<file path="config.mk">
export PLATFORM = sky130hd
export DESIGN_NAME = tfe_error_detect
export DESIGN_NICKNAME = d
export VERILOG_FILES = /design/src/rtl/tfe_pkg.sv /design/src/rtl/tfe_error_detect.sv
export SDC_FILE = /design/constraint.sdc
export NUM_CORES = 1
export LEC_CHECK = 0
export BUFFER_PORTS_ARGS = -buffer_cell sky130_fd_sc_hd__clkbuf_2
export CAP_MARGIN = 20
export CORE_ASPECT_RATIO = 1.2
export CORE_MARGIN = 8
export CORE_UTILIZATION = 30
export CTS_CLUSTER_SIZE = 12
export DETAILED_ROUTE_END_ITERATION = 7
export SLEW_MARGIN = 40
export SYNTH_ARGS = -nofsm -noshare
export SYNTH_HDL_FRONTEND = slang
export SYNTH_SLANG_ARGS = --single-unit
</file>
<file path="constraint.sdc">
create_clock -name clk -period 5.1 [get_ports clk]
set_input_delay 0.51 -clock clk [delete_from_list [all_inputs] [get_ports clk]]
set_output_delay 0.51 -clock clk [all_outputs]
set_load 0.01 [all_outputs]
</file>
<file path="src/rtl/tfe_pkg.sv">
// Package with constants and carrier types for the tape formatter error detect block.
package tfe_pkg;

    // ==========================================================
    // Error register layout
    localparam int ERR_WIDTH        = 16;
    localparam int BIT_DATA_PARITY  = 5;
    localparam int BIT_UNCORR_VPE   = 6;
    localparam int BIT_PREAMBLE_LRC = 7;
    localparam int BIT_SHORT_GAP    = 8;
    localparam int BIT_COUNT_RES    = 9;
    localparam int BIT_SKEW_MARK    = 10;
    localparam int BIT_CANNOT_EXEC  = 11;
    localparam int BIT_TIMING       = 12;
    localparam int BIT_TIMEOUT      = 13;
    localparam int BIT_UNSAFE       = 14;
    localparam int BIT_CORR_CRC     = 15;
    localparam logic [15:0] ERR_RESET   = 16'h0000;
    // Class B flags: bits 11 to 14 abort a transfer.
    localparam logic [15:0] CLASS_B_MASK = 16'h7800;
    // Status register bit carrying the composite error.
    localparam int STAT_COMPOSITE   = 14;

    // ==========================================================
    // Frame count check: two's complement of a value below 13.
    localparam logic [15:0] FC_MIN_LEN  = 16'h000d;

    // ==========================================================
    // Timing
    localparam longint CLK_HZ         = 20000000;
    localparam longint READ_LIMIT_MS  = 7000;
    localparam longint WRITE_LIMIT_MS = 700;
    localparam longint READ_LIMIT_CYC  = CLK_HZ * READ_LIMIT_MS / 1000;
    localparam longint WRITE_LIMIT_CYC = CLK_HZ * WRITE_LIMIT_MS / 1000;
    localparam int TMR_WIDTH = 28;
    // Clock cycles of end of block that a host gets to drop run through the pin synchroniser.
    localparam int EOB_GRACE = 3;

    // ==========================================================
    // Commands issued by the controller.
    typedef enum logic [2:0] {
        TFE_CMD_NONE    = 3'h0,
        TFE_CMD_READ    = 3'h1,
        TFE_CMD_WRITE   = 3'h3,
        TFE_CMD_SPACE   = 3'h2,
        TFE_CMD_WCHECK  = 3'h6,
        TFE_CMD_REWIND  = 3'h7
    } tfe_cmd_t;

    // Operation tracking states.
    typedef enum logic [1:0] {
        TFE_IDLE = 2'b00,
        TFE_WAIT = 2'b01,
        TFE_XFER = 2'b11,
        TFE_DONE = 2'b10
    } tfe_state_t;

    // Command start strobe with its qualifiers.
    typedef struct packed {
        logic     start;
        tfe_cmd_t cmd;
        logic     reverse;
    } tfe_cmd_req_t;

    // Detector pulses from the read and write data paths.
    typedef struct packed {
        logic dataParityBad;
        logic multiDeadTrack;
        logic deadNoParity;
        logic parityNoDead;
        logic skewOverflow;
        logic singleDeadTrack;
        logic badPreamble;
        logic correctableSkew;
        logic vertParityBad;
        logic lateData;
        logic lrcMismatch;
        logic crcMismatch;
        logic illegalMark;
        logic gapCharSeen;
        logic recordSeen;
        logic charWritten;
        logic writeClkLate;
    } tfe_det_t;

    // Transport and control state sampled at command start.
    typedef struct packed {
        logic        writeLocked;
        logic        tapeStartMarker;
        logic        onLine;
        logic        phaseEncodedStat;
        logic        densitySelect;
        logic        frameCountSet;
        logic        dataBusBusy;
        logic [15:0] frameCount;
    } tfe_ctx_t;

endpackage

</file>
<file path="src/rtl/tfe_error_detect.sv">
// Error detection and latching for bits 5 to 15 of the formatter error register.
//
// Overview of operation
// Data bus parity sets bit 5.
// PE read track faults set bit 6.
// NRZ vertical parity or late data: bit 6.
// PE bad preamble or postamble sets bit 7.
// NRZ write LRC mismatch sets bit 7.
// Character in early gap sets bit 8.
// Space ending with nonzero frame count: bit 9.
// Run held after end of block: bit 9.
// PE correctable skew warns on bit 10.
// NRZ illegal tape mark sets bit 10.
// Write protected or reverse at start: bit 11.
// Density select versus PE status: bit 11.
// Space or write without frame count set.
// Short NRZ frame count sets bit 11.
// Late write clock sets bit 12.
// Transfer with data bus busy: bit 12.
// No record in 7 s: bit 13.
// No write record in 0.7 s: bit 13.
// Command on off-line transport sets bit 14.
// Power low warning sets bit 14.
// PE single dead track sets bit 15.
// NRZ CRC mismatch sets bit 15.
// Class B aborts transfer, class A not.
// Error during transfer raises exception line.
// Error while idle raises attention line.
// Composite status bit follows any error.
// Flags latch until drive clear or reset.
// Timeout counters run from command to record.
`timescale 1ns/1ns
`default_nettype none
module tfe_error_detect #(
    parameter longint READ_LIMIT  = tfe_pkg::READ_LIMIT_CYC,  // Read or space timeout cycles.
    parameter longint WRITE_LIMIT = tfe_pkg::WRITE_LIMIT_CYC  // Write timeout cycles.
) (
    input  wire logic                 clk,              // Formatter clock, 20 MHz.
    input  wire logic                 reset,            // Synchronous reset, active high.
    input  wire tfe_pkg::tfe_cmd_req_t cmdReq,          // Command start strobe and code.
    input  wire tfe_pkg::tfe_ctx_t    ctx,              // Transport and control state.
    input  wire tfe_pkg::tfe_det_t    det,              // Data path detector pulses.
    input  wire logic                 driveClear,       // Drive clear command pulse.
    input  wire logic                 endOfBlock,       // End of block asserted by device.
    input  wire logic                 runLine,          // Run signal from controller pin.
    input  wire logic                 powerLowWarn,     // Low line power warning pin.
    input  wire logic                 xferDone,         // Data transfer or space finished.
    input  wire logic [15:0]          errLowBits,       // Bits 0 to 4 from outside logic.
    output logic [15:0]               errorFlags,       // Error register read value.
    output logic                      compositeErr,     // Composite error status bit.
    output logic                      exceptionLine,    // Exception to controller.
    output logic                      attentionLine,    // Attention to controller.
    output logic                      abortXfer,        // Abort request for transfer.
    output logic                      goActive          // Operation in progress.
);
    import tfe_pkg::*;

    // ==========================================================
    // Pin synchronisers
    logic [1:0] runSync_r;
    logic [1:0] powerSync_r;

    // Two flip-flops on each pin input; only the second stage is read.
    always_ff @(posedge clk) begin
        if (reset) begin
            runSync_r   <= 2'h0;
            powerSync_r <= 2'h0;
        end else begin
            runSync_r   <= {runSync_r[0], runLine};
            powerSync_r <= {powerSync_r[0], powerLowWarn};
        end
    end

    wire logic runS   = runSync_r[1];
    wire logic powerS = powerSync_r[1];

    // Counts clock cycles of end of block so a host that drops run is not blamed for synchroniser delay.
    logic [1:0] eobAge_r;
    always_ff @(posedge clk) begin
        if (reset || !endOfBlock) begin
            eobAge_r <= 2'h0;
        end else if (eobAge_r != 2'(EOB_GRACE)) begin
            eobAge_r <= eobAge_r + 2'h1;
        end
    end

    wire logic runHeld = endOfBlock && runS && (eobAge_r == 2'(EOB_GRACE));

    // ==========================================================
    // Operation tracking
    tfe_state_t state_r;
    tfe_cmd_t   cmd_r;
    logic       isPe_r;

    // Returns true for commands that move data.
    function automatic logic isXfer(input tfe_cmd_t c);
        return (c == TFE_CMD_READ) || (c == TFE_CMD_WRITE) || (c == TFE_CMD_WCHECK);
    endfunction

    // Returns true for commands that write tape.
    function automatic logic isWrite(input tfe_cmd_t c);
        return c == TFE_CMD_WRITE;
    endfunction

    wire logic readLike = (cmd_r == TFE_CMD_READ) || (cmd_r == TFE_CMD_WCHECK);
    wire logic peRead   = (state_r != TFE_IDLE) && isPe_r && readLike;
    wire logic nrzRead  = (state_r != TFE_IDLE) && !isPe_r && readLike;
    wire logic nrzWrite = (state_r != TFE_IDLE) && !isPe_r && isWrite(cmd_r);
    wire logic nrzOp    = (state_r != TFE_IDLE) && !isPe_r;
    wire logic inXfer   = (state_r != TFE_IDLE) && isXfer(cmd_r);

    // Command start checks against the transport and control state.
    logic execBad;
    logic timingBad;
    logic unsafeCmd;
    always_comb begin
        execBad = 1'b0;
        if (isWrite(cmdReq.cmd) && ctx.writeLocked) execBad = 1'b1;
        if (cmdReq.reverse && ctx.tapeStartMarker) execBad = 1'b1;
        if (ctx.densitySelect != ctx.phaseEncodedStat) execBad = 1'b1;
        if ((cmdReq.cmd == TFE_CMD_SPACE || isWrite(cmdReq.cmd)) && !ctx.frameCountSet) begin
            execBad = 1'b1;
        end
        if ((cmdReq.cmd == TFE_CMD_READ || isWrite(cmdReq.cmd)) && !ctx.densitySelect
            && ((16'h0000 - ctx.frameCount) < FC_MIN_LEN)) begin
            execBad = 1'b1;
        end
        timingBad = isXfer(cmdReq.cmd) && ctx.dataBusBusy;
        unsafeCmd = !ctx.onLine;
    end

    wire logic startOk = cmdReq.start && (cmdReq.cmd != TFE_CMD_NONE);

    // ==========================================================
    // Timeout counter
    logic [TMR_WIDTH-1:0] tmr_r;
    logic                 timeoutHit;

    always_comb begin
        timeoutHit = 1'b0;
        if (state_r == TFE_WAIT) begin
            if (isWrite(cmd_r)) begin
                timeoutHit = tmr_r == TMR_WIDTH'(WRITE_LIMIT - 1);
            end else if (cmd_r != TFE_CMD_REWIND) begin
                timeoutHit = tmr_r == TMR_WIDTH'(READ_LIMIT - 1);
            end
        end
    end

    // Counts from command start until the first record is seen.
    always_ff @(posedge clk) begin
        if (reset || startOk || state_r != TFE_WAIT) begin
            tmr_r <= '0;
        end else if (!det.recordSeen && !timeoutHit) begin
            tmr_r <= tmr_r + 1'b1;
        end
    end

    // ==========================================================
    // Error sources for this cycle
    logic [15:0] errSet;
    logic        classBNow;

    always_comb begin
        errSet = 16'h0000;
        errSet[BIT_DATA_PARITY] = det.dataParityBad;
        errSet[BIT_UNCORR_VPE] = (peRead && (det.multiDeadTrack || det.deadNoParity
                                  || det.parityNoDead || det.skewOverflow))
                              || (nrzRead && (det.vertParityBad || det.lateData));
        errSet[BIT_PREAMBLE_LRC] = (peRead && det.badPreamble)
                                || (nrzWrite && det.lrcMismatch);
        errSet[BIT_SHORT_GAP] = det.gapCharSeen;
        errSet[BIT_COUNT_RES] = (cmd_r == TFE_CMD_SPACE && state_r != TFE_IDLE
                                 && xferDone && ctx.frameCount != 16'h0000)
                             || runHeld;
        errSet[BIT_SKEW_MARK] = (peRead && det.correctableSkew)
                             || (nrzRead && det.illegalMark);
        errSet[BIT_CANNOT_EXEC] = startOk && execBad;
        errSet[BIT_TIMING] = (state_r != TFE_IDLE && isWrite(cmd_r) && det.writeClkLate)
                          || (startOk && timingBad);
        errSet[BIT_TIMEOUT] = timeoutHit;
        errSet[BIT_UNSAFE] = (startOk && unsafeCmd) || powerS;
        errSet[BIT_CORR_CRC] = (peRead && det.singleDeadTrack)
                            || (nrzOp && det.crcMismatch);
        classBNow = |(errSet & CLASS_B_MASK);
    end

    // Tracks the operation from start through record wait to completion.
    always_ff @(posedge clk) begin
        if (reset) begin
            state_r <= TFE_IDLE;
            cmd_r   <= TFE_CMD_NONE;
            isPe_r  <= 1'b0;
        end else begin
            case (state_r)
                TFE_IDLE: begin
                    if (startOk && !(execBad || timingBad || unsafeCmd)) begin
                        state_r <= TFE_WAIT;
                        cmd_r   <= cmdReq.cmd;
                        isPe_r  <= ctx.phaseEncodedStat;
                    end
                end
                TFE_WAIT: begin
                    if (classBNow || xferDone) begin
                        state_r <= TFE_DONE;
                    end else if (det.recordSeen) begin
                        state_r <= TFE_XFER;
                    end
                end
                TFE_XFER: begin
                    if (classBNow || xferDone) begin
                        state_r <= TFE_DONE;
                    end
                end
                TFE_DONE: begin
                    state_r <= TFE_IDLE;
                    cmd_r   <= TFE_CMD_NONE;
                end
                default: state_r <= TFE_IDLE;
            endcase
        end
    end

    // ==========================================================
    // Error register and notification lines
    logic [15:0] err_r;
    logic [15:0] err_nxt;

    // New flags are merged in so a set in the clear cycle survives.
    always_comb begin
        err_nxt = driveClear ? (ERR_RESET | errSet) : (err_r | errSet);
    end

    always_ff @(posedge clk) begin
        if (reset) begin
            err_r <= ERR_RESET;
        end else begin
            err_r <= err_nxt;
        end
    end

    wire logic newErr = |errSet;

    // Registered outputs: read value, composite bit, lines and abort.
    always_ff @(posedge clk) begin
        if (reset) begin
            errorFlags    <= ERR_RESET;
            compositeErr  <= 1'b0;
            exceptionLine <= 1'b0;
            attentionLine <= 1'b0;
            abortXfer     <= 1'b0;
            goActive      <= 1'b0;
        end else begin
            errorFlags    <= {err_nxt[15:5], errLowBits[4:0]};
            compositeErr  <= |err_nxt || |errLowBits[4:0];
            exceptionLine <= (exceptionLine && !driveClear) || (inXfer && newErr);
            attentionLine <= (attentionLine && !driveClear)
                          || ((state_r == TFE_IDLE || cmd_r == TFE_CMD_REWIND) && newErr);
            abortXfer     <= inXfer && classBNow;
            goActive      <= state_r == TFE_WAIT || state_r == TFE_XFER;
        end
    end

endmodule
`default_nettype wire

</file>
==> run_results.csv <==
group,metric,value,unit
outcome,status,"finished clean",
worst_setup_path,startpoint,"state_r[1]$_SDFFE_PP0P_",
min_path,hold_class,"primary input to flop",
logic_synthesis,synth_top_flop_cell,"dfxtp_1",
final_layout,final_net_count,506,
logic_synthesis,synth_nets,449,
clock_tree,clkTransAtPathRegs,50,ps
global_routing,antenna_found_initial,0,
timing,setup_violations,0,
worst_setup_path,r2r_cells,6,
clock_tree,clockBufferDepth,2,
logic_synthesis,synth_edf_count,0,
clock_tree,holdBufCountCts,0,
pwr,p_leak,1.44,nW
timing,setup-tns-final,0,ps
worst_setup_path,path_class,"flop to flop",
floorplan,die_h,130,microns
clock_tree,cts_htree_levels,3,
drt,drt_iter0_drc,165,
drt,vias,3005,
clock_tree,cts_root_buf,"clkbuf_16",
timing,finalHoldViolations,0,
global_routing,overflow,0,
pwr,cellPowerDensity,336,nW/um^2
drt,wl,8580,microns
pwr,max-vdd-ir-drop,0.108,mV
worst_setup_path,crit_required,5320,ps
timing,slew_violations,0,
final_layout,utilization,0.378,
placed_design,gp_congestion,0.786,
floorplan,num_rows,41,
logic_synthesis,yosys_warnings,0,
worst_setup_path,cp-start-kind,"flop",
timing,post-route-min-period,2340,ps
worst_setup_path,reg2reg_to,"exceptionLine$_SDFF_PP0_",
clock_tree,numCtsBuffers,9,
pwr,finalPower,0.00134,W
flow_run,cap_violations,0,
worst_setup_path,endpoint,"exceptionLine$_SDFF_PP0_",
placed_design,dp.final_hpwl,6460,microns
global_routing,track_usage,0.121,
clock_tree,cts_setup_buffers,0,
floorplan,dieWidth,111,microns
timing,worst_pin_slew,700,ps
logic_synthesis,syn_inst,379,
logic_synthesis,synth_area,3250,sq um
logic_synthesis,ys_seq_elements,66,
floorplan,die_area,14400,sq um
timing,rsz0062_at_grt,"no",
global_routing,grt_pass1_wl,14300,microns
worst_setup_path,rrSetupSlack,2760,ps
timing,finalCritPeriodShare,0.460,
final_layout,fin_area,3980,sq um
logic_synthesis,syn_avg_cell_area,8.57,sq um
placed_design,placed_area,3620,sq um
timing,maxSlewHeadroom,0.533,
drt,via_per_inst,5.27,
clock_tree,cts_repair_resize_count,0,
drt,firstDrtPassIters,4,
logic_synthesis,synth_top_area_frac,0.407,
drt,drc_errors,0,
final_layout,syn_to_final_growth,22.4,%
timing,whs,394,ps
final_layout,fillers,1076,
clock_tree,clock_sinks,66,
floorplan,start_util,0.309,
global_routing,grt_max_degree,36,
worst_setup_path,arrival,2570,ps
worst_setup_path,timing.rr.start,"state_r[1]$_SDFFE_PP0P_",
worst_setup_path,endpoint_kind,"flop",
clock_tree,cts_tree,"built",
logic_synthesis,synth.distinct_cells,54,
global_routing,grt_pass1_vias,2931,
logic_synthesis,synth.largest_area_cell,"dfxtp_1",
timing,clock_skew,4.37,ps
logic_synthesis,synth-async-reset-ratio,0,
floorplan,io_pins,89,
final_layout,antennaDiodeCount,0,
drt,antenna_left,0,
placed_design,io_buffers,76,
logic_synthesis,ys_seq_area_frac,0.407,
final_layout,drive_above_1_share,0.224,
clock_tree,insertion_delay,330,ps
timing,clock.fmax,427,MHz
floorplan,coreArea,10500,sq um
logic_synthesis,synthTopCellsByArea,"dfxtp_1 (41%), a21oi_1 (4.9%), nor2_1 (3.6%)",
worst_setup_path,cp_max_fo,10,
drt,wl_per_cell,15.1,microns
Yosys cell counts, drive strengths merged (3+ instances only):
cell	n
a21oi	32
or3b	3
nand2b	8
nor2b	11
o21ai	8
nand4	12
nor4	14
nand3b	4
a31oi	4
nor2	31
a41oi	3
nor4b	4
clkbuf	10
and2	6
a211oi	3
nand3	12
xor2	6
buf	20
and3	4
nor3	8
mux2i	4
or3	7
xnor2	6
dfxtp	66
inv	10
or4	16
o31ai	13
nand2	23
a22o	3
power breakdown:
part | switching, W | leakage (nW) | internal, W | total (W)
logic | 0.0000435 | 0.740 | 0.0000365 | 0.0000799
registers | 0.00000677 | 0.536 | 0.000526 | 0.000533
clock network | 0.000220 | 0.169 | 0.000504 | 0.000724
layout by cell type, fill, tap and decap left out, types with 4 or more instances in the layout:
cell type,instances
a21oi_1,32
a31oi_1,4
and2_1,6
and3_1,4
clkbuf_16,9
clkbuf_2,76
dfxtp_1,66
inv_1,10
mux2i_1,4
nand2_1,23
nand2b_1,8
nand3_1,12
nand3b_1,4
nand4_1,12
nor2_1,31
nor2b_1,11
nor3_1,8
nor4_1,14
nor4b_1,4
o21ai_0,6
o31ai_1,13
or3_1,6
or4_1,15
xnor2_1,6
xor2_1,6
worst max-delay path, cell delays in order, from the launching register on:
cell	delay, ps
dfxtp_1	410
nor2_1	450
a21o_1	220
a211oi_1	100
and4bb_1	320
or4b_1	490
a22o_1	250
per-stage QoR:
stage               instances  setup WS (ps)
floorplan                 379           2820
global placement          554           2580
detailed placement        554           2550
CTS                       570           2750
global route              570           2560
finish                    570           2760
metal layers:
metal	wire [microns]	GRT usage	vias up
met5	0	0	-
met4	215	0.0732	0
met3	381	0.0303	16
met2	4250	0.203	64
met1	3730	0.136	1398
li1	-	-	1527
sequential cells by signal, indices dropped and copies added (netlist names):
| signal | count |
|---|---|
| abortXfer | 1 |
| attentionLine | 1 |
| cmd_r | 3 |
| compositeErr | 1 |
| eobAge_r | 2 |
| err_r | 16 |
| errorFlags | 5 |
| exceptionLine | 1 |
| goActive | 1 |
| isPe_r | 1 |
| powerSync_r | 2 |
| runSync_r | 2 |
| state_r | 2 |
| tmr_r | 28 |
logic make-up after synthesis:
group,share of synthesized area
AND/OR/NAND/NOR,0.303
adder cells (fa/ha/maj),0.00770
flip-flops,0.407
multiplexers,0.0123
buffers and inverters,0.0635
XOR/XNOR,0.0323
AO/OA/AOI/OAI,0.174
cell type report:
class / instances / area, sq um / share of cell area
Tap cell: 129 / 161 / 0.0406
Timing Repair Buffer: 76 / 380 / 0.0956
Multi-Input combinational cell: 273 / 1720 / 0.433
Inverter: 10 / 37.5 / 0.00943
Sequential cell: 66 / 1320 / 0.332
Clock buffer: 12 / 256 / 0.0645
Clock inverter: 4 / 97.6 / 0.0245
worst min path at each step:
| stage | from | endpoint | slack [ps] | cells past startpoint |
|---|---|---|---|---|
| 3_5_place_dp | powerSync_r[0]$_SDFF_PP0_ | powerSync_r[1]$_SDFF_PP0_ | 430 | 1 |
| 2_1_floorplan | powerSync_r[0]$_SDFF_PP0_ | powerSync_r[1]$_SDFF_PP0_ | 410 | 1 |
| 5_1_grt | errLowBits[2] | errorFlags[2]$_SDFF_PP0_ | 400 | 2 |
| 3_3_place_gp | powerSync_r[0]$_SDFF_PP0_ | powerSync_r[1]$_SDFF_PP0_ | 430 | 1 |
| 6_report | powerLowWarn | powerSync_r[0]$_SDFF_PP0_ | 390 | 2 |
| 4_1_cts | powerLowWarn | powerSync_r[0]$_SDFF_PP0_ | 390 | 2 |
Power figures use the tool's default switching activity.
